### src/async_serial_defines.svh
// Register map, field positions and counts of the async serial channel
//
// Behaviour
// Nonzero stop field puts receiver and transmitter in asynchronous mode.
// Receiver checks one stop bit; low stop sets framing flag on character.
// Framing flag belongs to its character; host reads it before the data.
// Receive length five to eight bits, right-justified, unused bits one.
// Format bit 0 enables parity both ways; bit 1 selects even sense.
// Received parity bit stored with data when data plus parity fits eight.
// Parity error latches until error reset; special condition if enabled.
// Null character with framing error sets break until a one arrives.
// Break end leaves one null character, no framing, odd parity flagged.
// One shared clock factor of 1, 16, 32 or 64 for both directions.
// Encodings other than NRZ allowed only with the x1 clock factor.
// Terminal-ready pin outputs inverse of the DTR bit.
// With gating, receiver disabled while DCD high, enabled while low.
// With gating, transmitter disabled while CTS high, enabled while low.
// Host writes format, then controls, then enables receiver or transmitter.
// Transmitter sends one, one-and-a-half or two stop bits.
// Transmit length five to eight; five-bit formatting sends one to five.
// Transmitter appends one parity bit of selected sense when enabled.
// Send-break gives continuous zeros, starting and ending at cell edges.
// All-sent flag set only when transmitter empty and last bit left pin.
// Host avoids one-and-a-half stop bits with the x1 clock factor.
// RTS pin inverse of RTS bit; with gating held low until all sent.
`ifndef ASYNC_SERIAL_DEFINES_SVH
`define ASYNC_SERIAL_DEFINES_SVH
`define ASC_OFF_FORMAT 8'h00
`define ASC_OFF_RXCTL 8'h04
`define ASC_OFF_TXCTL 8'h08
`define ASC_OFF_INTCFG 8'h0C
`define ASC_OFF_TXDATA 8'h10
`define ASC_OFF_RXDATA 8'h14
`define ASC_OFF_LSTAT 8'h18
`define ASC_OFF_ESTAT 8'h1C
`define ASC_OFF_CMD 8'h20
`define ASC_OFF_LCODE 8'h24
`define ASC_RESP_OKAY 2'h0
`define ASC_RESP_SLVERR 2'h2
`define ASC_REG_RESET 8'h00
`define ASC_FIFO_DEPTH 3
`define ASC_TICKS_X1 7'h01
`define ASC_TICKS_X16 7'h10
`define ASC_TICKS_X32 7'h20
`define ASC_TICKS_X64 7'h40
`define ASC_CODE_NRZI 2'h1
`define ASC_FM_PAR_EN 0
`define ASC_FM_PAR_EVEN 1
`define ASC_FM_STOP 3:2
`define ASC_FM_FACTOR 7:6
`define ASC_RC_RX_EN 0
`define ASC_RC_AUTO 5
`define ASC_RC_LEN 7:6
`define ASC_TC_RTS 1
`define ASC_TC_TX_EN 3
`define ASC_TC_BREAK 4
`define ASC_TC_LEN 6:5
`define ASC_TC_DTR 7
`define ASC_IC_PAR_SPECIAL 2
`define ASC_CMD_ERR_RST 0
`define ASC_LS_RX_AVAIL 0
`define ASC_LS_TX_EMPTY 2
`define ASC_LS_DCD 3
`define ASC_LS_CTS 5
`define ASC_LS_BREAK 7
`define ASC_ES_ALL_SENT 0
`define ASC_ES_PARITY 4
`define ASC_ES_OVERRUN 5
`define ASC_ES_FRAME 6
`endif

### src/async_serial_pkg.sv
// Types shared by the async serial channel and its bench
package async_serial_pkg;
	typedef struct packed {
		logic awvalid;
		logic [7:0] awaddr;
		logic wvalid;
		logic [31:0] wdata;
		logic [3:0] wstrb;
		logic bready;
		logic arvalid;
		logic [7:0] araddr;
		logic rready;
	} axiReq_t;
	typedef struct packed {
		logic awready;
		logic wready;
		logic bvalid;
		logic [1:0] bresp;
		logic arready;
		logic rvalid;
		logic [31:0] rdata;
		logic [1:0] rresp;
	} axiRsp_t;
	typedef struct packed {
		logic [7:0] data;
		logic parityErr;
		logic frameErr;
	} rxEntry_t;
	typedef enum logic [2:0] {TX_IDLE, TX_START, TX_DATA, TX_PARITY, TX_STOP} txState_t;
	typedef enum logic [2:0] {RX_IDLE, RX_START, RX_DATA, RX_STOP, RX_BREAK} rxState_t;
endpackage : async_serial_pkg

### src/async_serial_channel.sv
// Asynchronous serial channel with AXI4-Lite register access
`timescale 1ns/1ps
`include "async_serial_defines.svh"
module async_serial_channel (
	input wire clock,
	input wire rst_n,
	input async_serial_pkg::axiReq_t axiIn,
	output async_serial_pkg::axiRsp_t axiOut,
	input wire rxd,
	input wire rxClk,
	input wire txClk,
	input wire dcdPinN,
	input wire ctsPinN,
	output logic txd,
	output logic rtsPinN,
	output logic dtrPinN,
	output logic specialRx
);
	import async_serial_pkg::*;

	// Clock factor code to ticks of the bit clock per data bit
	function automatic logic [6:0] factorTicks(input logic [1:0] code);
		case (code)
			2'h0: factorTicks = `ASC_TICKS_X1;
			2'h1: factorTicks = `ASC_TICKS_X16;
			2'h2: factorTicks = `ASC_TICKS_X32;
			default: factorTicks = `ASC_TICKS_X64;
		endcase
	endfunction : factorTicks

	// Length code to bits per character
	function automatic logic [3:0] charLen(input logic [1:0] code);
		charLen = 4'h5 + {2'h0, code};
	endfunction : charLen

	// Five-bit formatting: leading ones mark how many bits are sent
	function automatic logic [3:0] fiveBitCount(input logic [7:0] d);
		casez (d[7:3])
			5'b0????: fiveBitCount = 4'h5;
			5'b10???: fiveBitCount = 4'h4;
			5'b110??: fiveBitCount = 4'h3;
			5'b1110?: fiveBitCount = 4'h2;
			default: fiveBitCount = 4'h1;
		endcase
	endfunction : fiveBitCount

	// Mask of the positions above the first n received bits
	function automatic logic [7:0] onesAbove(input logic [3:0] n);
		logic [8:0] m;
		m = 9'h001 << n;
		onesAbove = ~(m[7:0] - 8'h01);
	endfunction : onesAbove

	// Word-aligned address inside the register window
	function automatic logic isMapped(input logic [7:0] a);
		isMapped = (a[1:0] == 2'h0) && (a <= `ASC_OFF_LCODE);
	endfunction : isMapped

	logic [7:0] fmt_q, rxCtl_q, txCtl_q, intCfg_q;
	logic [1:0] lineCode_q;
	logic awReady_q, wReady_q, awHeld_q, wHeld_q, bValid_q, arReady_q;
	logic rValid_q;
	logic [7:0] awAddr_q, wData_q;
	logic wStrb0_q;
	logic [1:0] bResp_q, rResp_q;
	logic [31:0] rData_q;
	logic [7:0] rdMux;
	rxState_t rxState_q;
	txState_t txState_q;
	logic rxClkPrev_q, txClkPrev_q, rxLinePrev_q;
	logic [6:0] rxCnt_q;
	logic [7:0] rxShift_q, txShift_q, txBuf_q, txCnt_q;
	logic [3:0] rxIdx_q, txIdx_q, txBits_q;
	logic rxPar_q, rxZero_q, rxBreak_q, rxPush_q;
	rxEntry_t rxPushEntry_q;
	rxEntry_t rxMem_q [`ASC_FIFO_DEPTH];
	logic [1:0] rxWrPtr_q, rxRdPtr_q, rxCount_q;
	logic parLatch_q, overrun_q, specialRx_q;
	logic txBufFull_q, txPar_q, txBrk_q, txPhys_q, txd_q, allSent_q;
	logic rtsPinN_q, dtrPinN_q, txBitNext;

	// Field decode and bit timing, shared and per direction
	wire asyncMode = fmt_q[`ASC_FM_STOP] != 2'h0;
	wire parEn = fmt_q[`ASC_FM_PAR_EN];
	wire parEven = fmt_q[`ASC_FM_PAR_EVEN];
	wire [6:0] factor = factorTicks(fmt_q[`ASC_FM_FACTOR]);
	wire nrziOn = (factor == `ASC_TICKS_X1) && (lineCode_q == `ASC_CODE_NRZI);
	wire autoEn = rxCtl_q[`ASC_RC_AUTO];
	wire rxEnabled = asyncMode && rxCtl_q[`ASC_RC_RX_EN] && !(autoEn && dcdPinN);
	wire txEnabled = asyncMode && txCtl_q[`ASC_TC_TX_EN] && !(autoEn && ctsPinN);
	wire rxTick = rxClk && !rxClkPrev_q;
	wire txTick = txClk && !txClkPrev_q;
	wire [3:0] rxLen = charLen(rxCtl_q[`ASC_RC_LEN]);
	wire [3:0] rxTotal = rxLen + {3'h0, parEn};
	wire [6:0] rxHalf = factor >> 1;
	wire rxSample = rxTick && (rxCnt_q == factor - 7'h01);
	// NRZI decode: a transition is a zero, no transition a one
	wire rxBit = nrziOn ? ~(rxd ^ rxLinePrev_q) : rxd;
	wire [8:0] stopProd = {2'h0, factor} * {6'h00, fmt_q[`ASC_FM_STOP] + 3'h1};
	wire [7:0] stopTicks = stopProd[8:1];
	wire [7:0] txLimit = (txState_q == TX_STOP) ? stopTicks - 8'h01 : {1'b0, factor} - 8'h01;
	wire txBoundary = txTick && (txCnt_q == txLimit);
	wire txGo = txBufFull_q && txEnabled;
	wire txIdle = (txState_q == TX_IDLE) && !txBufFull_q;

	// Bus handshake terms
	wire awTake = axiIn.awvalid && awReady_q;
	wire wTake = axiIn.wvalid && wReady_q;
	wire doWrite = awHeld_q && wHeld_q && !bValid_q;
	wire wrLow = doWrite && wStrb0_q && isMapped(awAddr_q);
	wire arTake = axiIn.arvalid && arReady_q;
	wire errRst = wrLow && (awAddr_q == `ASC_OFF_CMD) && wData_q[`ASC_CMD_ERR_RST];
	wire txWrite = wrLow && (awAddr_q == `ASC_OFF_TXDATA) && !txBufFull_q;
	wire rxPop = arTake && (axiIn.araddr == `ASC_OFF_RXDATA) && (rxCount_q != 2'h0);
	wire rxDrop = rxPush_q && (rxCount_q == 2'(`ASC_FIFO_DEPTH)) && !rxPop;
	wire rxWrite = rxPush_q && !rxDrop;
	rxEntry_t rxTop;
	assign rxTop = rxMem_q[rxRdPtr_q];

	// Write channel: address and data taken in either order, answered once both
	always_ff @(posedge clock or negedge rst_n)
	begin
		if (!rst_n)
		begin
			awReady_q <= 1'b1;
			wReady_q <= 1'b1;
			awHeld_q <= 1'b0;
			wHeld_q <= 1'b0;
			awAddr_q <= 8'h00;
			wData_q <= 8'h00;
			wStrb0_q <= 1'b0;
			bValid_q <= 1'b0;
			bResp_q <= `ASC_RESP_OKAY;
		end
		else
		begin
			if (awTake)
			begin
				awReady_q <= 1'b0;
				awHeld_q <= 1'b1;
				awAddr_q <= axiIn.awaddr;
			end
			if (wTake)
			begin
				wReady_q <= 1'b0;
				wHeld_q <= 1'b1;
				wData_q <= axiIn.wdata[7:0];
				wStrb0_q <= axiIn.wstrb[0];
			end
			if (doWrite)
			begin
				bValid_q <= 1'b1;
				bResp_q <= isMapped(awAddr_q) ? `ASC_RESP_OKAY : `ASC_RESP_SLVERR;
				awHeld_q <= 1'b0;
				wHeld_q <= 1'b0;
			end
			if (bValid_q && axiIn.bready)
			begin
				bValid_q <= 1'b0;
				awReady_q <= 1'b1;
				wReady_q <= 1'b1;
			end
		end
	end

	// Control registers; only byte lane 0 carries bits
	always_ff @(posedge clock or negedge rst_n)
	begin
		if (!rst_n)
		begin
			fmt_q <= `ASC_REG_RESET;
			rxCtl_q <= `ASC_REG_RESET;
			txCtl_q <= `ASC_REG_RESET;
			intCfg_q <= `ASC_REG_RESET;
			lineCode_q <= 2'h0;
		end
		else if (wrLow)
		begin
			case (awAddr_q)
				`ASC_OFF_FORMAT: fmt_q <= wData_q;
				`ASC_OFF_RXCTL: rxCtl_q <= wData_q;
				`ASC_OFF_TXCTL: txCtl_q <= wData_q;
				`ASC_OFF_INTCFG: intCfg_q <= wData_q;
				`ASC_OFF_LCODE: lineCode_q <= wData_q[1:0];
				default: ;
			endcase
		end
	end

	// Read mux; status shows the top character's own framing flag
	always_comb
	begin
		rdMux = 8'h00;
		case (axiIn.araddr)
			`ASC_OFF_FORMAT: rdMux = fmt_q;
			`ASC_OFF_RXCTL: rdMux = rxCtl_q;
			`ASC_OFF_TXCTL: rdMux = txCtl_q;
			`ASC_OFF_INTCFG: rdMux = intCfg_q;
			`ASC_OFF_LCODE: rdMux = {6'h00, lineCode_q};
			`ASC_OFF_RXDATA: rdMux = rxTop.data;
			`ASC_OFF_LSTAT:
			begin
				rdMux[`ASC_LS_RX_AVAIL] = rxCount_q != 2'h0;
				rdMux[`ASC_LS_TX_EMPTY] = !txBufFull_q;
				rdMux[`ASC_LS_DCD] = !dcdPinN;
				rdMux[`ASC_LS_CTS] = !ctsPinN;
				rdMux[`ASC_LS_BREAK] = rxBreak_q;
			end
			`ASC_OFF_ESTAT:
			begin
				rdMux[`ASC_ES_ALL_SENT] = allSent_q;
				rdMux[`ASC_ES_PARITY] = parLatch_q;
				rdMux[`ASC_ES_OVERRUN] = overrun_q;
				rdMux[`ASC_ES_FRAME] = (rxCount_q != 2'h0) && rxTop.frameErr;
			end
			default: rdMux = 8'h00;
		endcase
	end

	// Read channel: one read at a time, answered the cycle after the address
	always_ff @(posedge clock or negedge rst_n)
	begin
		if (!rst_n)
		begin
			arReady_q <= 1'b1;
			rValid_q <= 1'b0;
			rData_q <= 32'h00000000;
			rResp_q <= `ASC_RESP_OKAY;
		end
		else if (arTake)
		begin
			arReady_q <= 1'b0;
			rValid_q <= 1'b1;
			rData_q <= {24'h000000, rdMux};
			rResp_q <= isMapped(axiIn.araddr) ? `ASC_RESP_OKAY : `ASC_RESP_SLVERR;
		end
		else if (rValid_q && axiIn.rready)
		begin
			rValid_q <= 1'b0;
			arReady_q <= 1'b1;
		end
	end

	// Receiver: mid-bit sampling, one stop bit checked, break tracking
	always_ff @(posedge clock or negedge rst_n)
	begin
		if (!rst_n)
		begin
			rxClkPrev_q <= 1'b0;
			rxLinePrev_q <= 1'b1;
			rxState_q <= RX_IDLE;
			rxCnt_q <= 7'h00;
			rxShift_q <= 8'hFF;
			rxIdx_q <= 4'h0;
			rxPar_q <= 1'b0;
			rxZero_q <= 1'b1;
			rxBreak_q <= 1'b0;
			rxPush_q <= 1'b0;
			rxPushEntry_q <= '0;
		end
		else
		begin
			rxClkPrev_q <= rxClk;
			rxPush_q <= 1'b0;
			if (rxTick)
				rxLinePrev_q <= rxd;
			if (rxState_q != RX_IDLE && !rxEnabled)
			begin
				// Dropping the enable abandons the character in progress
				rxState_q <= RX_IDLE;
				rxBreak_q <= 1'b0;
			end
			else if (rxTick)
			begin
				case (rxState_q)
					RX_IDLE:
						if (rxEnabled && !rxBit)
						begin
							rxState_q <= (rxHalf == 7'h00) ? RX_DATA : RX_START;
							rxCnt_q <= 7'h00;
							rxShift_q <= 8'hFF;
							rxIdx_q <= 4'h0;
							rxPar_q <= 1'b0;
							rxZero_q <= 1'b1;
						end
					RX_START:
						if (rxCnt_q == rxHalf - 7'h01)
						begin
							// A start bit gone by mid-cell was a glitch
							rxState_q <= rxBit ? RX_IDLE : RX_DATA;
							rxCnt_q <= 7'h00;
						end
						else
							rxCnt_q <= rxCnt_q + 7'h01;
					RX_DATA:
						if (!rxSample)
							rxCnt_q <= rxCnt_q + 7'h01;
						else
						begin
							rxCnt_q <= 7'h00;
							if (rxIdx_q < 4'h8)
								rxShift_q[rxIdx_q[2:0]] <= rxBit;
							rxPar_q <= rxPar_q ^ rxBit;
							if (rxIdx_q < rxLen)
								rxZero_q <= rxZero_q & !rxBit;
							rxIdx_q <= rxIdx_q + 4'h1;
							if (rxIdx_q + 4'h1 == rxTotal)
								rxState_q <= RX_STOP;
						end
					RX_STOP:
						if (!rxSample)
							rxCnt_q <= rxCnt_q + 7'h01;
						else
						begin
							rxCnt_q <= 7'h00;
							rxState_q <= (rxZero_q && !rxBit) ? RX_BREAK : RX_IDLE;
							rxBreak_q <= rxZero_q && !rxBit;
							rxPush_q <= !(rxZero_q && !rxBit);
							rxPushEntry_q.data <= rxShift_q;
							rxPushEntry_q.parityErr <= parEn && (rxPar_q == parEven);
							rxPushEntry_q.frameErr <= !rxBit;
						end
					RX_BREAK:
						if (rxBit)
						begin
							// Break over: leave a single null behind
							rxState_q <= RX_IDLE;
							rxBreak_q <= 1'b0;
							rxPush_q <= 1'b1;
							rxPushEntry_q.data <= onesAbove(rxTotal);
							rxPushEntry_q.parityErr <= parEn && !parEven;
							rxPushEntry_q.frameErr <= 1'b0;
						end
					default: rxState_q <= RX_IDLE;
				endcase
			end
		end
	end

	// Receive FIFO entries, each with its own error flags
	for (genvar i = 0; i < `ASC_FIFO_DEPTH; i++)
	begin : g_rxMem
		always_ff @(posedge clock or negedge rst_n)
		begin
			if (!rst_n)
				rxMem_q[i] <= '0;
			else if (rxWrite && rxWrPtr_q == 2'(i))
				rxMem_q[i] <= rxPushEntry_q;
		end
	end

	// FIFO pointers; a full FIFO drops the new character and flags overrun
	always_ff @(posedge clock or negedge rst_n)
	begin
		if (!rst_n)
		begin
			rxWrPtr_q <= 2'h0;
			rxRdPtr_q <= 2'h0;
			rxCount_q <= 2'h0;
		end
		else
		begin
			if (rxWrite)
				rxWrPtr_q <= (rxWrPtr_q == 2'(`ASC_FIFO_DEPTH - 1)) ? 2'h0 : rxWrPtr_q + 2'h1;
			if (rxPop)
				rxRdPtr_q <= (rxRdPtr_q == 2'(`ASC_FIFO_DEPTH - 1)) ? 2'h0 : rxRdPtr_q + 2'h1;
			rxCount_q <= rxCount_q + {1'b0, rxWrite} - {1'b0, rxPop};
		end
	end

	// Sticky errors: a new error in the reset cycle still sets the flag
	always_ff @(posedge clock or negedge rst_n)
	begin
		if (!rst_n)
		begin
			parLatch_q <= 1'b0;
			overrun_q <= 1'b0;
			specialRx_q <= 1'b0;
		end
		else
		begin
			parLatch_q <= (rxWrite && rxPushEntry_q.parityErr) || (parLatch_q && !errRst);
			overrun_q <= rxDrop || (overrun_q && !errRst);
			specialRx_q <= (rxCount_q != 2'h0) && (rxTop.frameErr ||
				(parLatch_q && intCfg_q[`ASC_IC_PAR_SPECIAL]));
		end
	end

	// Next logical level to put on the line at a cell boundary
	always_comb
	begin
		txBitNext = 1'b1;
		case (txState_q)
			TX_IDLE: txBitNext = !txGo;
			TX_START: txBitNext = txShift_q[0];
			TX_DATA:
				if (txIdx_q < txBits_q)
					txBitNext = txShift_q[0];
				else if (parEn)
					txBitNext = txPar_q ^ !parEven;
				else
					txBitNext = 1'b1;
			TX_PARITY: txBitNext = 1'b1;
			TX_STOP: txBitNext = !txGo;
			default: txBitNext = 1'b1;
		endcase
	end

	// Transmitter: every change lands on a bit-cell boundary
	always_ff @(posedge clock or negedge rst_n)
	begin
		if (!rst_n)
		begin
			txClkPrev_q <= 1'b0;
			txState_q <= TX_IDLE;
			txCnt_q <= 8'h00;
			txShift_q <= 8'h00;
			txIdx_q <= 4'h0;
			txBits_q <= 4'h8;
			txPar_q <= 1'b0;
			txBrk_q <= 1'b0;
			txPhys_q <= 1'b1;
		end
		else
		begin
			txClkPrev_q <= txClk;
			if (txTick)
				txCnt_q <= txBoundary ? 8'h00 : txCnt_q + 8'h01;
			if (txBoundary)
			begin
				txBrk_q <= txCtl_q[`ASC_TC_BREAK];
				// NRZI: a zero toggles the line, a one holds it
				txPhys_q <= nrziOn ? (txBitNext ? txPhys_q : !txPhys_q) : txBitNext;
				case (txState_q)
					TX_IDLE, TX_STOP:
						if (txGo)
						begin
							txState_q <= TX_START;
							txShift_q <= txBuf_q;
							txIdx_q <= 4'h0;
							txPar_q <= 1'b0;
							txBits_q <= (charLen(txCtl_q[`ASC_TC_LEN]) == 4'h5) ?
								fiveBitCount(txBuf_q) : charLen(txCtl_q[`ASC_TC_LEN]);
						end
						else
							txState_q <= TX_IDLE;
					TX_START, TX_DATA:
						if (txState_q == TX_START || txIdx_q < txBits_q)
						begin
							txState_q <= TX_DATA;
							txShift_q <= {1'b0, txShift_q[7:1]};
							txPar_q <= txPar_q ^ txShift_q[0];
							txIdx_q <= txIdx_q + 4'h1;
						end
						else
							txState_q <= parEn ? TX_PARITY : TX_STOP;
					TX_PARITY: txState_q <= TX_STOP;
					default: txState_q <= TX_IDLE;
				endcase
			end
		end
	end

	// Holding buffer; a write while full is ignored
	always_ff @(posedge clock or negedge rst_n)
	begin
		if (!rst_n)
		begin
			txBufFull_q <= 1'b0;
			txBuf_q <= 8'h00;
		end
		else if (txWrite)
		begin
			txBufFull_q <= 1'b1;
			txBuf_q <= wData_q;
		end
		else if (txBoundary && txGo && (txState_q == TX_IDLE || txState_q == TX_STOP))
			txBufFull_q <= 1'b0;
	end

	// Pins and drained flag, all registered
	always_ff @(posedge clock or negedge rst_n)
	begin
		if (!rst_n)
		begin
			txd_q <= 1'b1;
			allSent_q <= 1'b1;
			rtsPinN_q <= 1'b1;
			dtrPinN_q <= 1'b1;
		end
		else
		begin
			txd_q <= txBrk_q ? 1'b0 : txPhys_q;
			// A write into an idle buffer clears the flag in the same edge
			allSent_q <= txIdle && !txWrite && txd_q == txPhys_q;
			rtsPinN_q <= !(txCtl_q[`ASC_TC_RTS] || (autoEn && !rtsPinN_q && !allSent_q));
			dtrPinN_q <= !txCtl_q[`ASC_TC_DTR];
		end
	end

	assign txd = txd_q;
	assign rtsPinN = rtsPinN_q;
	assign dtrPinN = dtrPinN_q;
	assign specialRx = specialRx_q;
	assign axiOut = '{awready: awReady_q, wready: wReady_q, bvalid: bValid_q,
		bresp: bResp_q, arready: arReady_q, rvalid: rValid_q, rdata: rData_q,
		rresp: rResp_q};
endmodule : async_serial_channel

### config.mk
export PLATFORM = sky130hd
export DESIGN_NAME = async_serial_channel
export DESIGN_NICKNAME = d
export VERILOG_FILES = /design/src/async_serial_pkg.sv /design/src/async_serial_channel.sv
export VERILOG_INCLUDE_DIRS = /design/src
export SDC_FILE = /design/constraint.sdc
export NUM_CORES = 1
export LEC_CHECK = 0
export BUFFER_PORTS_ARGS = -buffer_cell sky130_fd_sc_hd__buf_2
export CAP_MARGIN = 20
export CORE_AREA = 10 10 158 160
export CTS_CLUSTER_DIAMETER = 40
export DETAILED_ROUTE_END_ITERATION = 7
export DIE_AREA = 0 0 168 170
export PLACE_DENSITY = 0.65
export RECOVER_POWER = 100
export SLEW_MARGIN = 20
export SYNTH_ARGS = -nofsm -noshare
export SYNTH_HDL_FRONTEND = slang
export SYNTH_SLANG_ARGS = --single-unit
### constraint.sdc
create_clock -name clock -period 4.7 [get_ports clock]
set_input_delay 0.235 -clock clock [delete_from_list [all_inputs] [get_ports clock]]
set_output_delay 0.235 -clock clock [all_outputs]
set_load 0.01 [all_outputs]
==> run metrics <==
total placed cells including tap cells 1275; placed wire-length estimate after detailed placement 16700 um; maximum fanout along the worst path 13; cell chosen for the clock root clkbuf_16; total of endpoints with negative setup slack in the final report 0; met3 wire len 1160 um; total routing usage reported by global routing between 15 and 20%; Core Footprint 0.0217 mm^2; transition time of the tightest slew-check pin 3.01 ns; worst reg-to-reg setup slack 0.33 ns; synthesis-to-layout area growth 10.1%; CP top delay family adder cells; top-area cell type share of the netlist area 41.4%; total of buffers placed on input and output ports 55; cts bufs inserted 17; number of global-route vias before repair 7226; dpl ws 0.338 ns; site row count 54; post-synthesis instance area 0.0101 mm^2; PnR Total Power roughly 4200 uW; count of nets left with antenna violations after detail routing 0; top sig layer met4; Synth area leader dfrtp_1; H-tree depth reported by CTS 4; CTS sink cnt roughly 190; final-report max-slew violation count 119; height of the die 170 um; total count of hold-check failures in the final report 0; CP Cell Sequence inv_1 -> ha_1 -> and2_0 -> fa_1 -> ha_1 -> inv_1 -> fa_1 -> or4_1 -> a31oi_1 -> xnor2_1 -> nor3_4 -> o2111ai_4 -> mux2_1; multi-input combinational cell area between 0.004 and 0.005 mm^2; overall die area 0.0286 mm^2; layout cell share with drive strength beyond 1 19.0%; clock transition at the registers of the reported paths roughly 0.09 ns; reg-to-reg critical path startpoint fmt_q[2]$_DFFE_PN0P_; starting density of the core 46.6%; outcome complete, but fails checks; required time of the critical path 5.02 ns; Iter 0 DRT Violations between 400 and 500; Max Clk Rate 0.229 GHz; Max clock buf depth 2; proportion of synthesized chip area in sequential cells between 40% and 50%; number of antenna violations at the first check in global routing 2; Hold Crit Depth 2; failing checks capacitance limit, slew limit; final net count approximately 1.1k; drt wl/cell between 15 and 20 um; total vias in the final route 7229; Final Routed Wirelength 23200 um; Worst R2R Path Depth 13; Synth cell types slightly below 80; 1st-pass router iterations 4; count of flip-flops with a built-in enable after synthesis 0; largest net degree at the start of global routing 119; top-level port count 109; largest stage delay on the critical path 0.53 ns; number of gates resized after CTS 0; wire length of the first global-routing pass 38300 um; Layout fillers around 2.0k; post-route setup TNS 0 ns; average size of a mapped cell 10.4 um^2; clock latency on the worst-skew pair 0.44 ns; top cells by area, synth dfrtp_1 41%, mux2_2 11%, dfstp_2 4.9%; met1 wire length around 11000 um; utilization after layout 51.3%; Startpoint Class flip-flop; leakage power approximately 0.005 uW; Worst Hold Path EP awAddr_q[7]$_DFFE_PN0P_; Bufs and invs on worst path 2; max-capacitance violation count 1; count of yosys warnings during synthesis 0; unrepaired setup endpoints after global routing no; startpoint of the most critical hold path axiIn[55]; via density per instance about 5.5; Final Critical Period 4.37 ns; worst min-delay path category input port to flip-flop; TritonCTS clock tree yes; Slew HR -100%; share of the clock period used by the worst path after layout between 90% and 100%; Setup CP Type flip-flop to flip-flop; worst voltage drop across the vdd grid 0.211 mV; kind of end point of the critical path flip-flop; total congestion overflow 0; FF/Latch Area ~0.0047 mm^2; Setup WS post-layout 0.331 ns; power density of the placed cells 379 mW/mm^2; data arrival at the endpoint of the critical path between 4 and 5 ns; most used flip-flop cell after synthesis dfrtp_1; WL met2 ~11000 um; final weighted congestion in routability-driven placement 0.856; number of synthesized register bits 186; cells after synthesis about 1000; Reg2Reg Capture Point txShift_q[3]$_DFFE_PN0P_; maximum clock skew at final layout 0.0149 ns; DRC violation count after routing 0; non-filler cells in the finished layout ~1.3k; Die X between 150 and 200 um; cell type of the slowest stage on the worst timing path or4_1; share of async-settable or async-resettable flops after synthesis between 90% and 100%
-- synth_stat cells (11+ instances only) --
master and n:
o21ai_0 59, nor2b_1 16, nand2_1 106, nand2b_1 11, dfstp_2 19, mux2i_1 20
buf_4 32, xor2_1 18, clkbuf_1 24, a21oi_1 42, dfrtp_1 167, xnor2_1 15
nor2_1 54, nand3_1 26, mux2_2 97, ha_1 30, inv_1 33, o21ai_1 11
nor3_1 20
-- cell families after synthesis --
group,after synthesis,share of synthesized area [%]
simple gates,299,15.1
compound gates,194,12.2
flops,186,46.3
mux,124,13.8
buf+inv,101,5.14
xor+xnor,34,3.02
fa+ha+maj,33,4.31
other cells,2,0.0744
-- cell usage in the layout (no fill, tap or decap), types with 5 or more instances in the layout --
master         Yosys  final
a21o_1             8      8
a21oi_1           42     42
a22o_1             6      6
a22oi_1            8      8
a31oi_1           10     10
and2_1             7      6
and3_1             6      6
buf_2              9     33
clkbuf_1          24     24
clkbuf_16          0     17
clkinv_8           0      6
conb_1             2     28
dfrtp_1          167    167
dfstp_1            0      5
dfstp_2           19     14
dlygate4sd3_1      0     10
ha_1              30     30
inv_1             33     33
inv_6              0      6
mux2_1             2      6
mux2_2            97     97
mux2i_1           20     20
nand2_1          106    106
nand2b_1          11     11
nand3_1           26     26
nand4_1            8      8
nor2_1            54     54
nor2b_1           16     16
nor3_1            20     22
nor3b_1            4      5
nor4b_1            5      5
o21ai_0           59     68
o22ai_1            5      5
o31ai_1           10     10
or2_2              5      5
or3_1              5      5
xnor2_1           15     15
xor2_1            18     18
-- report_power, final --
part | internal [uW] | leakage, uW | switching, uW
combinational | 326 | 0.00236 | 378
sequential | 1790 | 0.00242 | 248
clock | 730 | 0.000297 | 749
-- repair_timing --
| item | in CTS | in global routing |
|---|---|---|
| endpoints found under the hold margin | 32 | 1 |
| setup buffers | 0 | 0 |
| hold buffers | 9 | 1 |
-- through the flow --
step | hold slack [ns] | cell area (um^2)
finish | 0.0159 | 11100
global route | 0.00216 | 11100
CTS | 0.00119 | 11200
detailed placement | 0.370 | 10500
global placement | 0.367 | 10500
floorplan | -0.0606 | 10200
-- area by class of cell --
| cell class | instances | area share, % |
|---|---|---|
| diodes | 1 | 0.0225 |
| clock buffers | 17 | 3.82 |
| clock inverters | 15 | 1.72 |
| inverters | 33 | 1.11 |
| multi-input cells | 712 | 44.5 |
| flip-flops and latches | 186 | 42.1 |
| well taps | 280 | 3.15 |
| repair buffers | 74 | 3.60 |
-- worst max-delay path by stage --
stage	from	end	slack (ns)	cells after the start
6_report	fmt_q[2]$_DFFE_PN0P_	txShift_q[3]$_DFFE_PN0P_	0.33	13
5_1_grt	fmt_q[2]$_DFFE_PN0P_	txShift_q[3]$_DFFE_PN0P_	0.08	13
4_1_cts	fmt_q[2]$_DFFE_PN0P_	txShift_q[1]$_DFFE_PN0P_	0.33	13
3_5_place_dp	fmt_q[2]$_DFFE_PN0P_	txShift_q[3]$_DFFE_PN0P_	0.34	13
3_3_place_gp	fmt_q[2]$_DFFE_PN0P_	txShift_q[3]$_DFFE_PN0P_	0.39	13
2_1_floorplan	fmt_q[2]$_DFFE_PN0P_	txBrk_q$_DFFE_PN0N_	0.64	14
-- registers in the layout (all words and copies together) (netlist names), 3 cells and up --
register	flops
fmt_q	8
rxState_q	3
rxCnt_q	7
txBuf_q	8
rxMem_q	27
intCfg_q	8
rxIdx_q	4
txState_q	3
txCnt_q	8
rxPushEntry_q	10
txBits_q	4
awAddr_q	8
rxCtl_q	8
rxShift_q	8
txIdx_q	4
rData_q	8
txShift_q	8
txCtl_q	8
wData_q	8
-- layer usage --
layer,up-vias,GRT usage (%)
li1,3505,-
met1,3557,21.5
met2,143,26.1
met3,24,4.10
met4,0,4.66
met5,-,0
(Power assumes the default switching activity.)
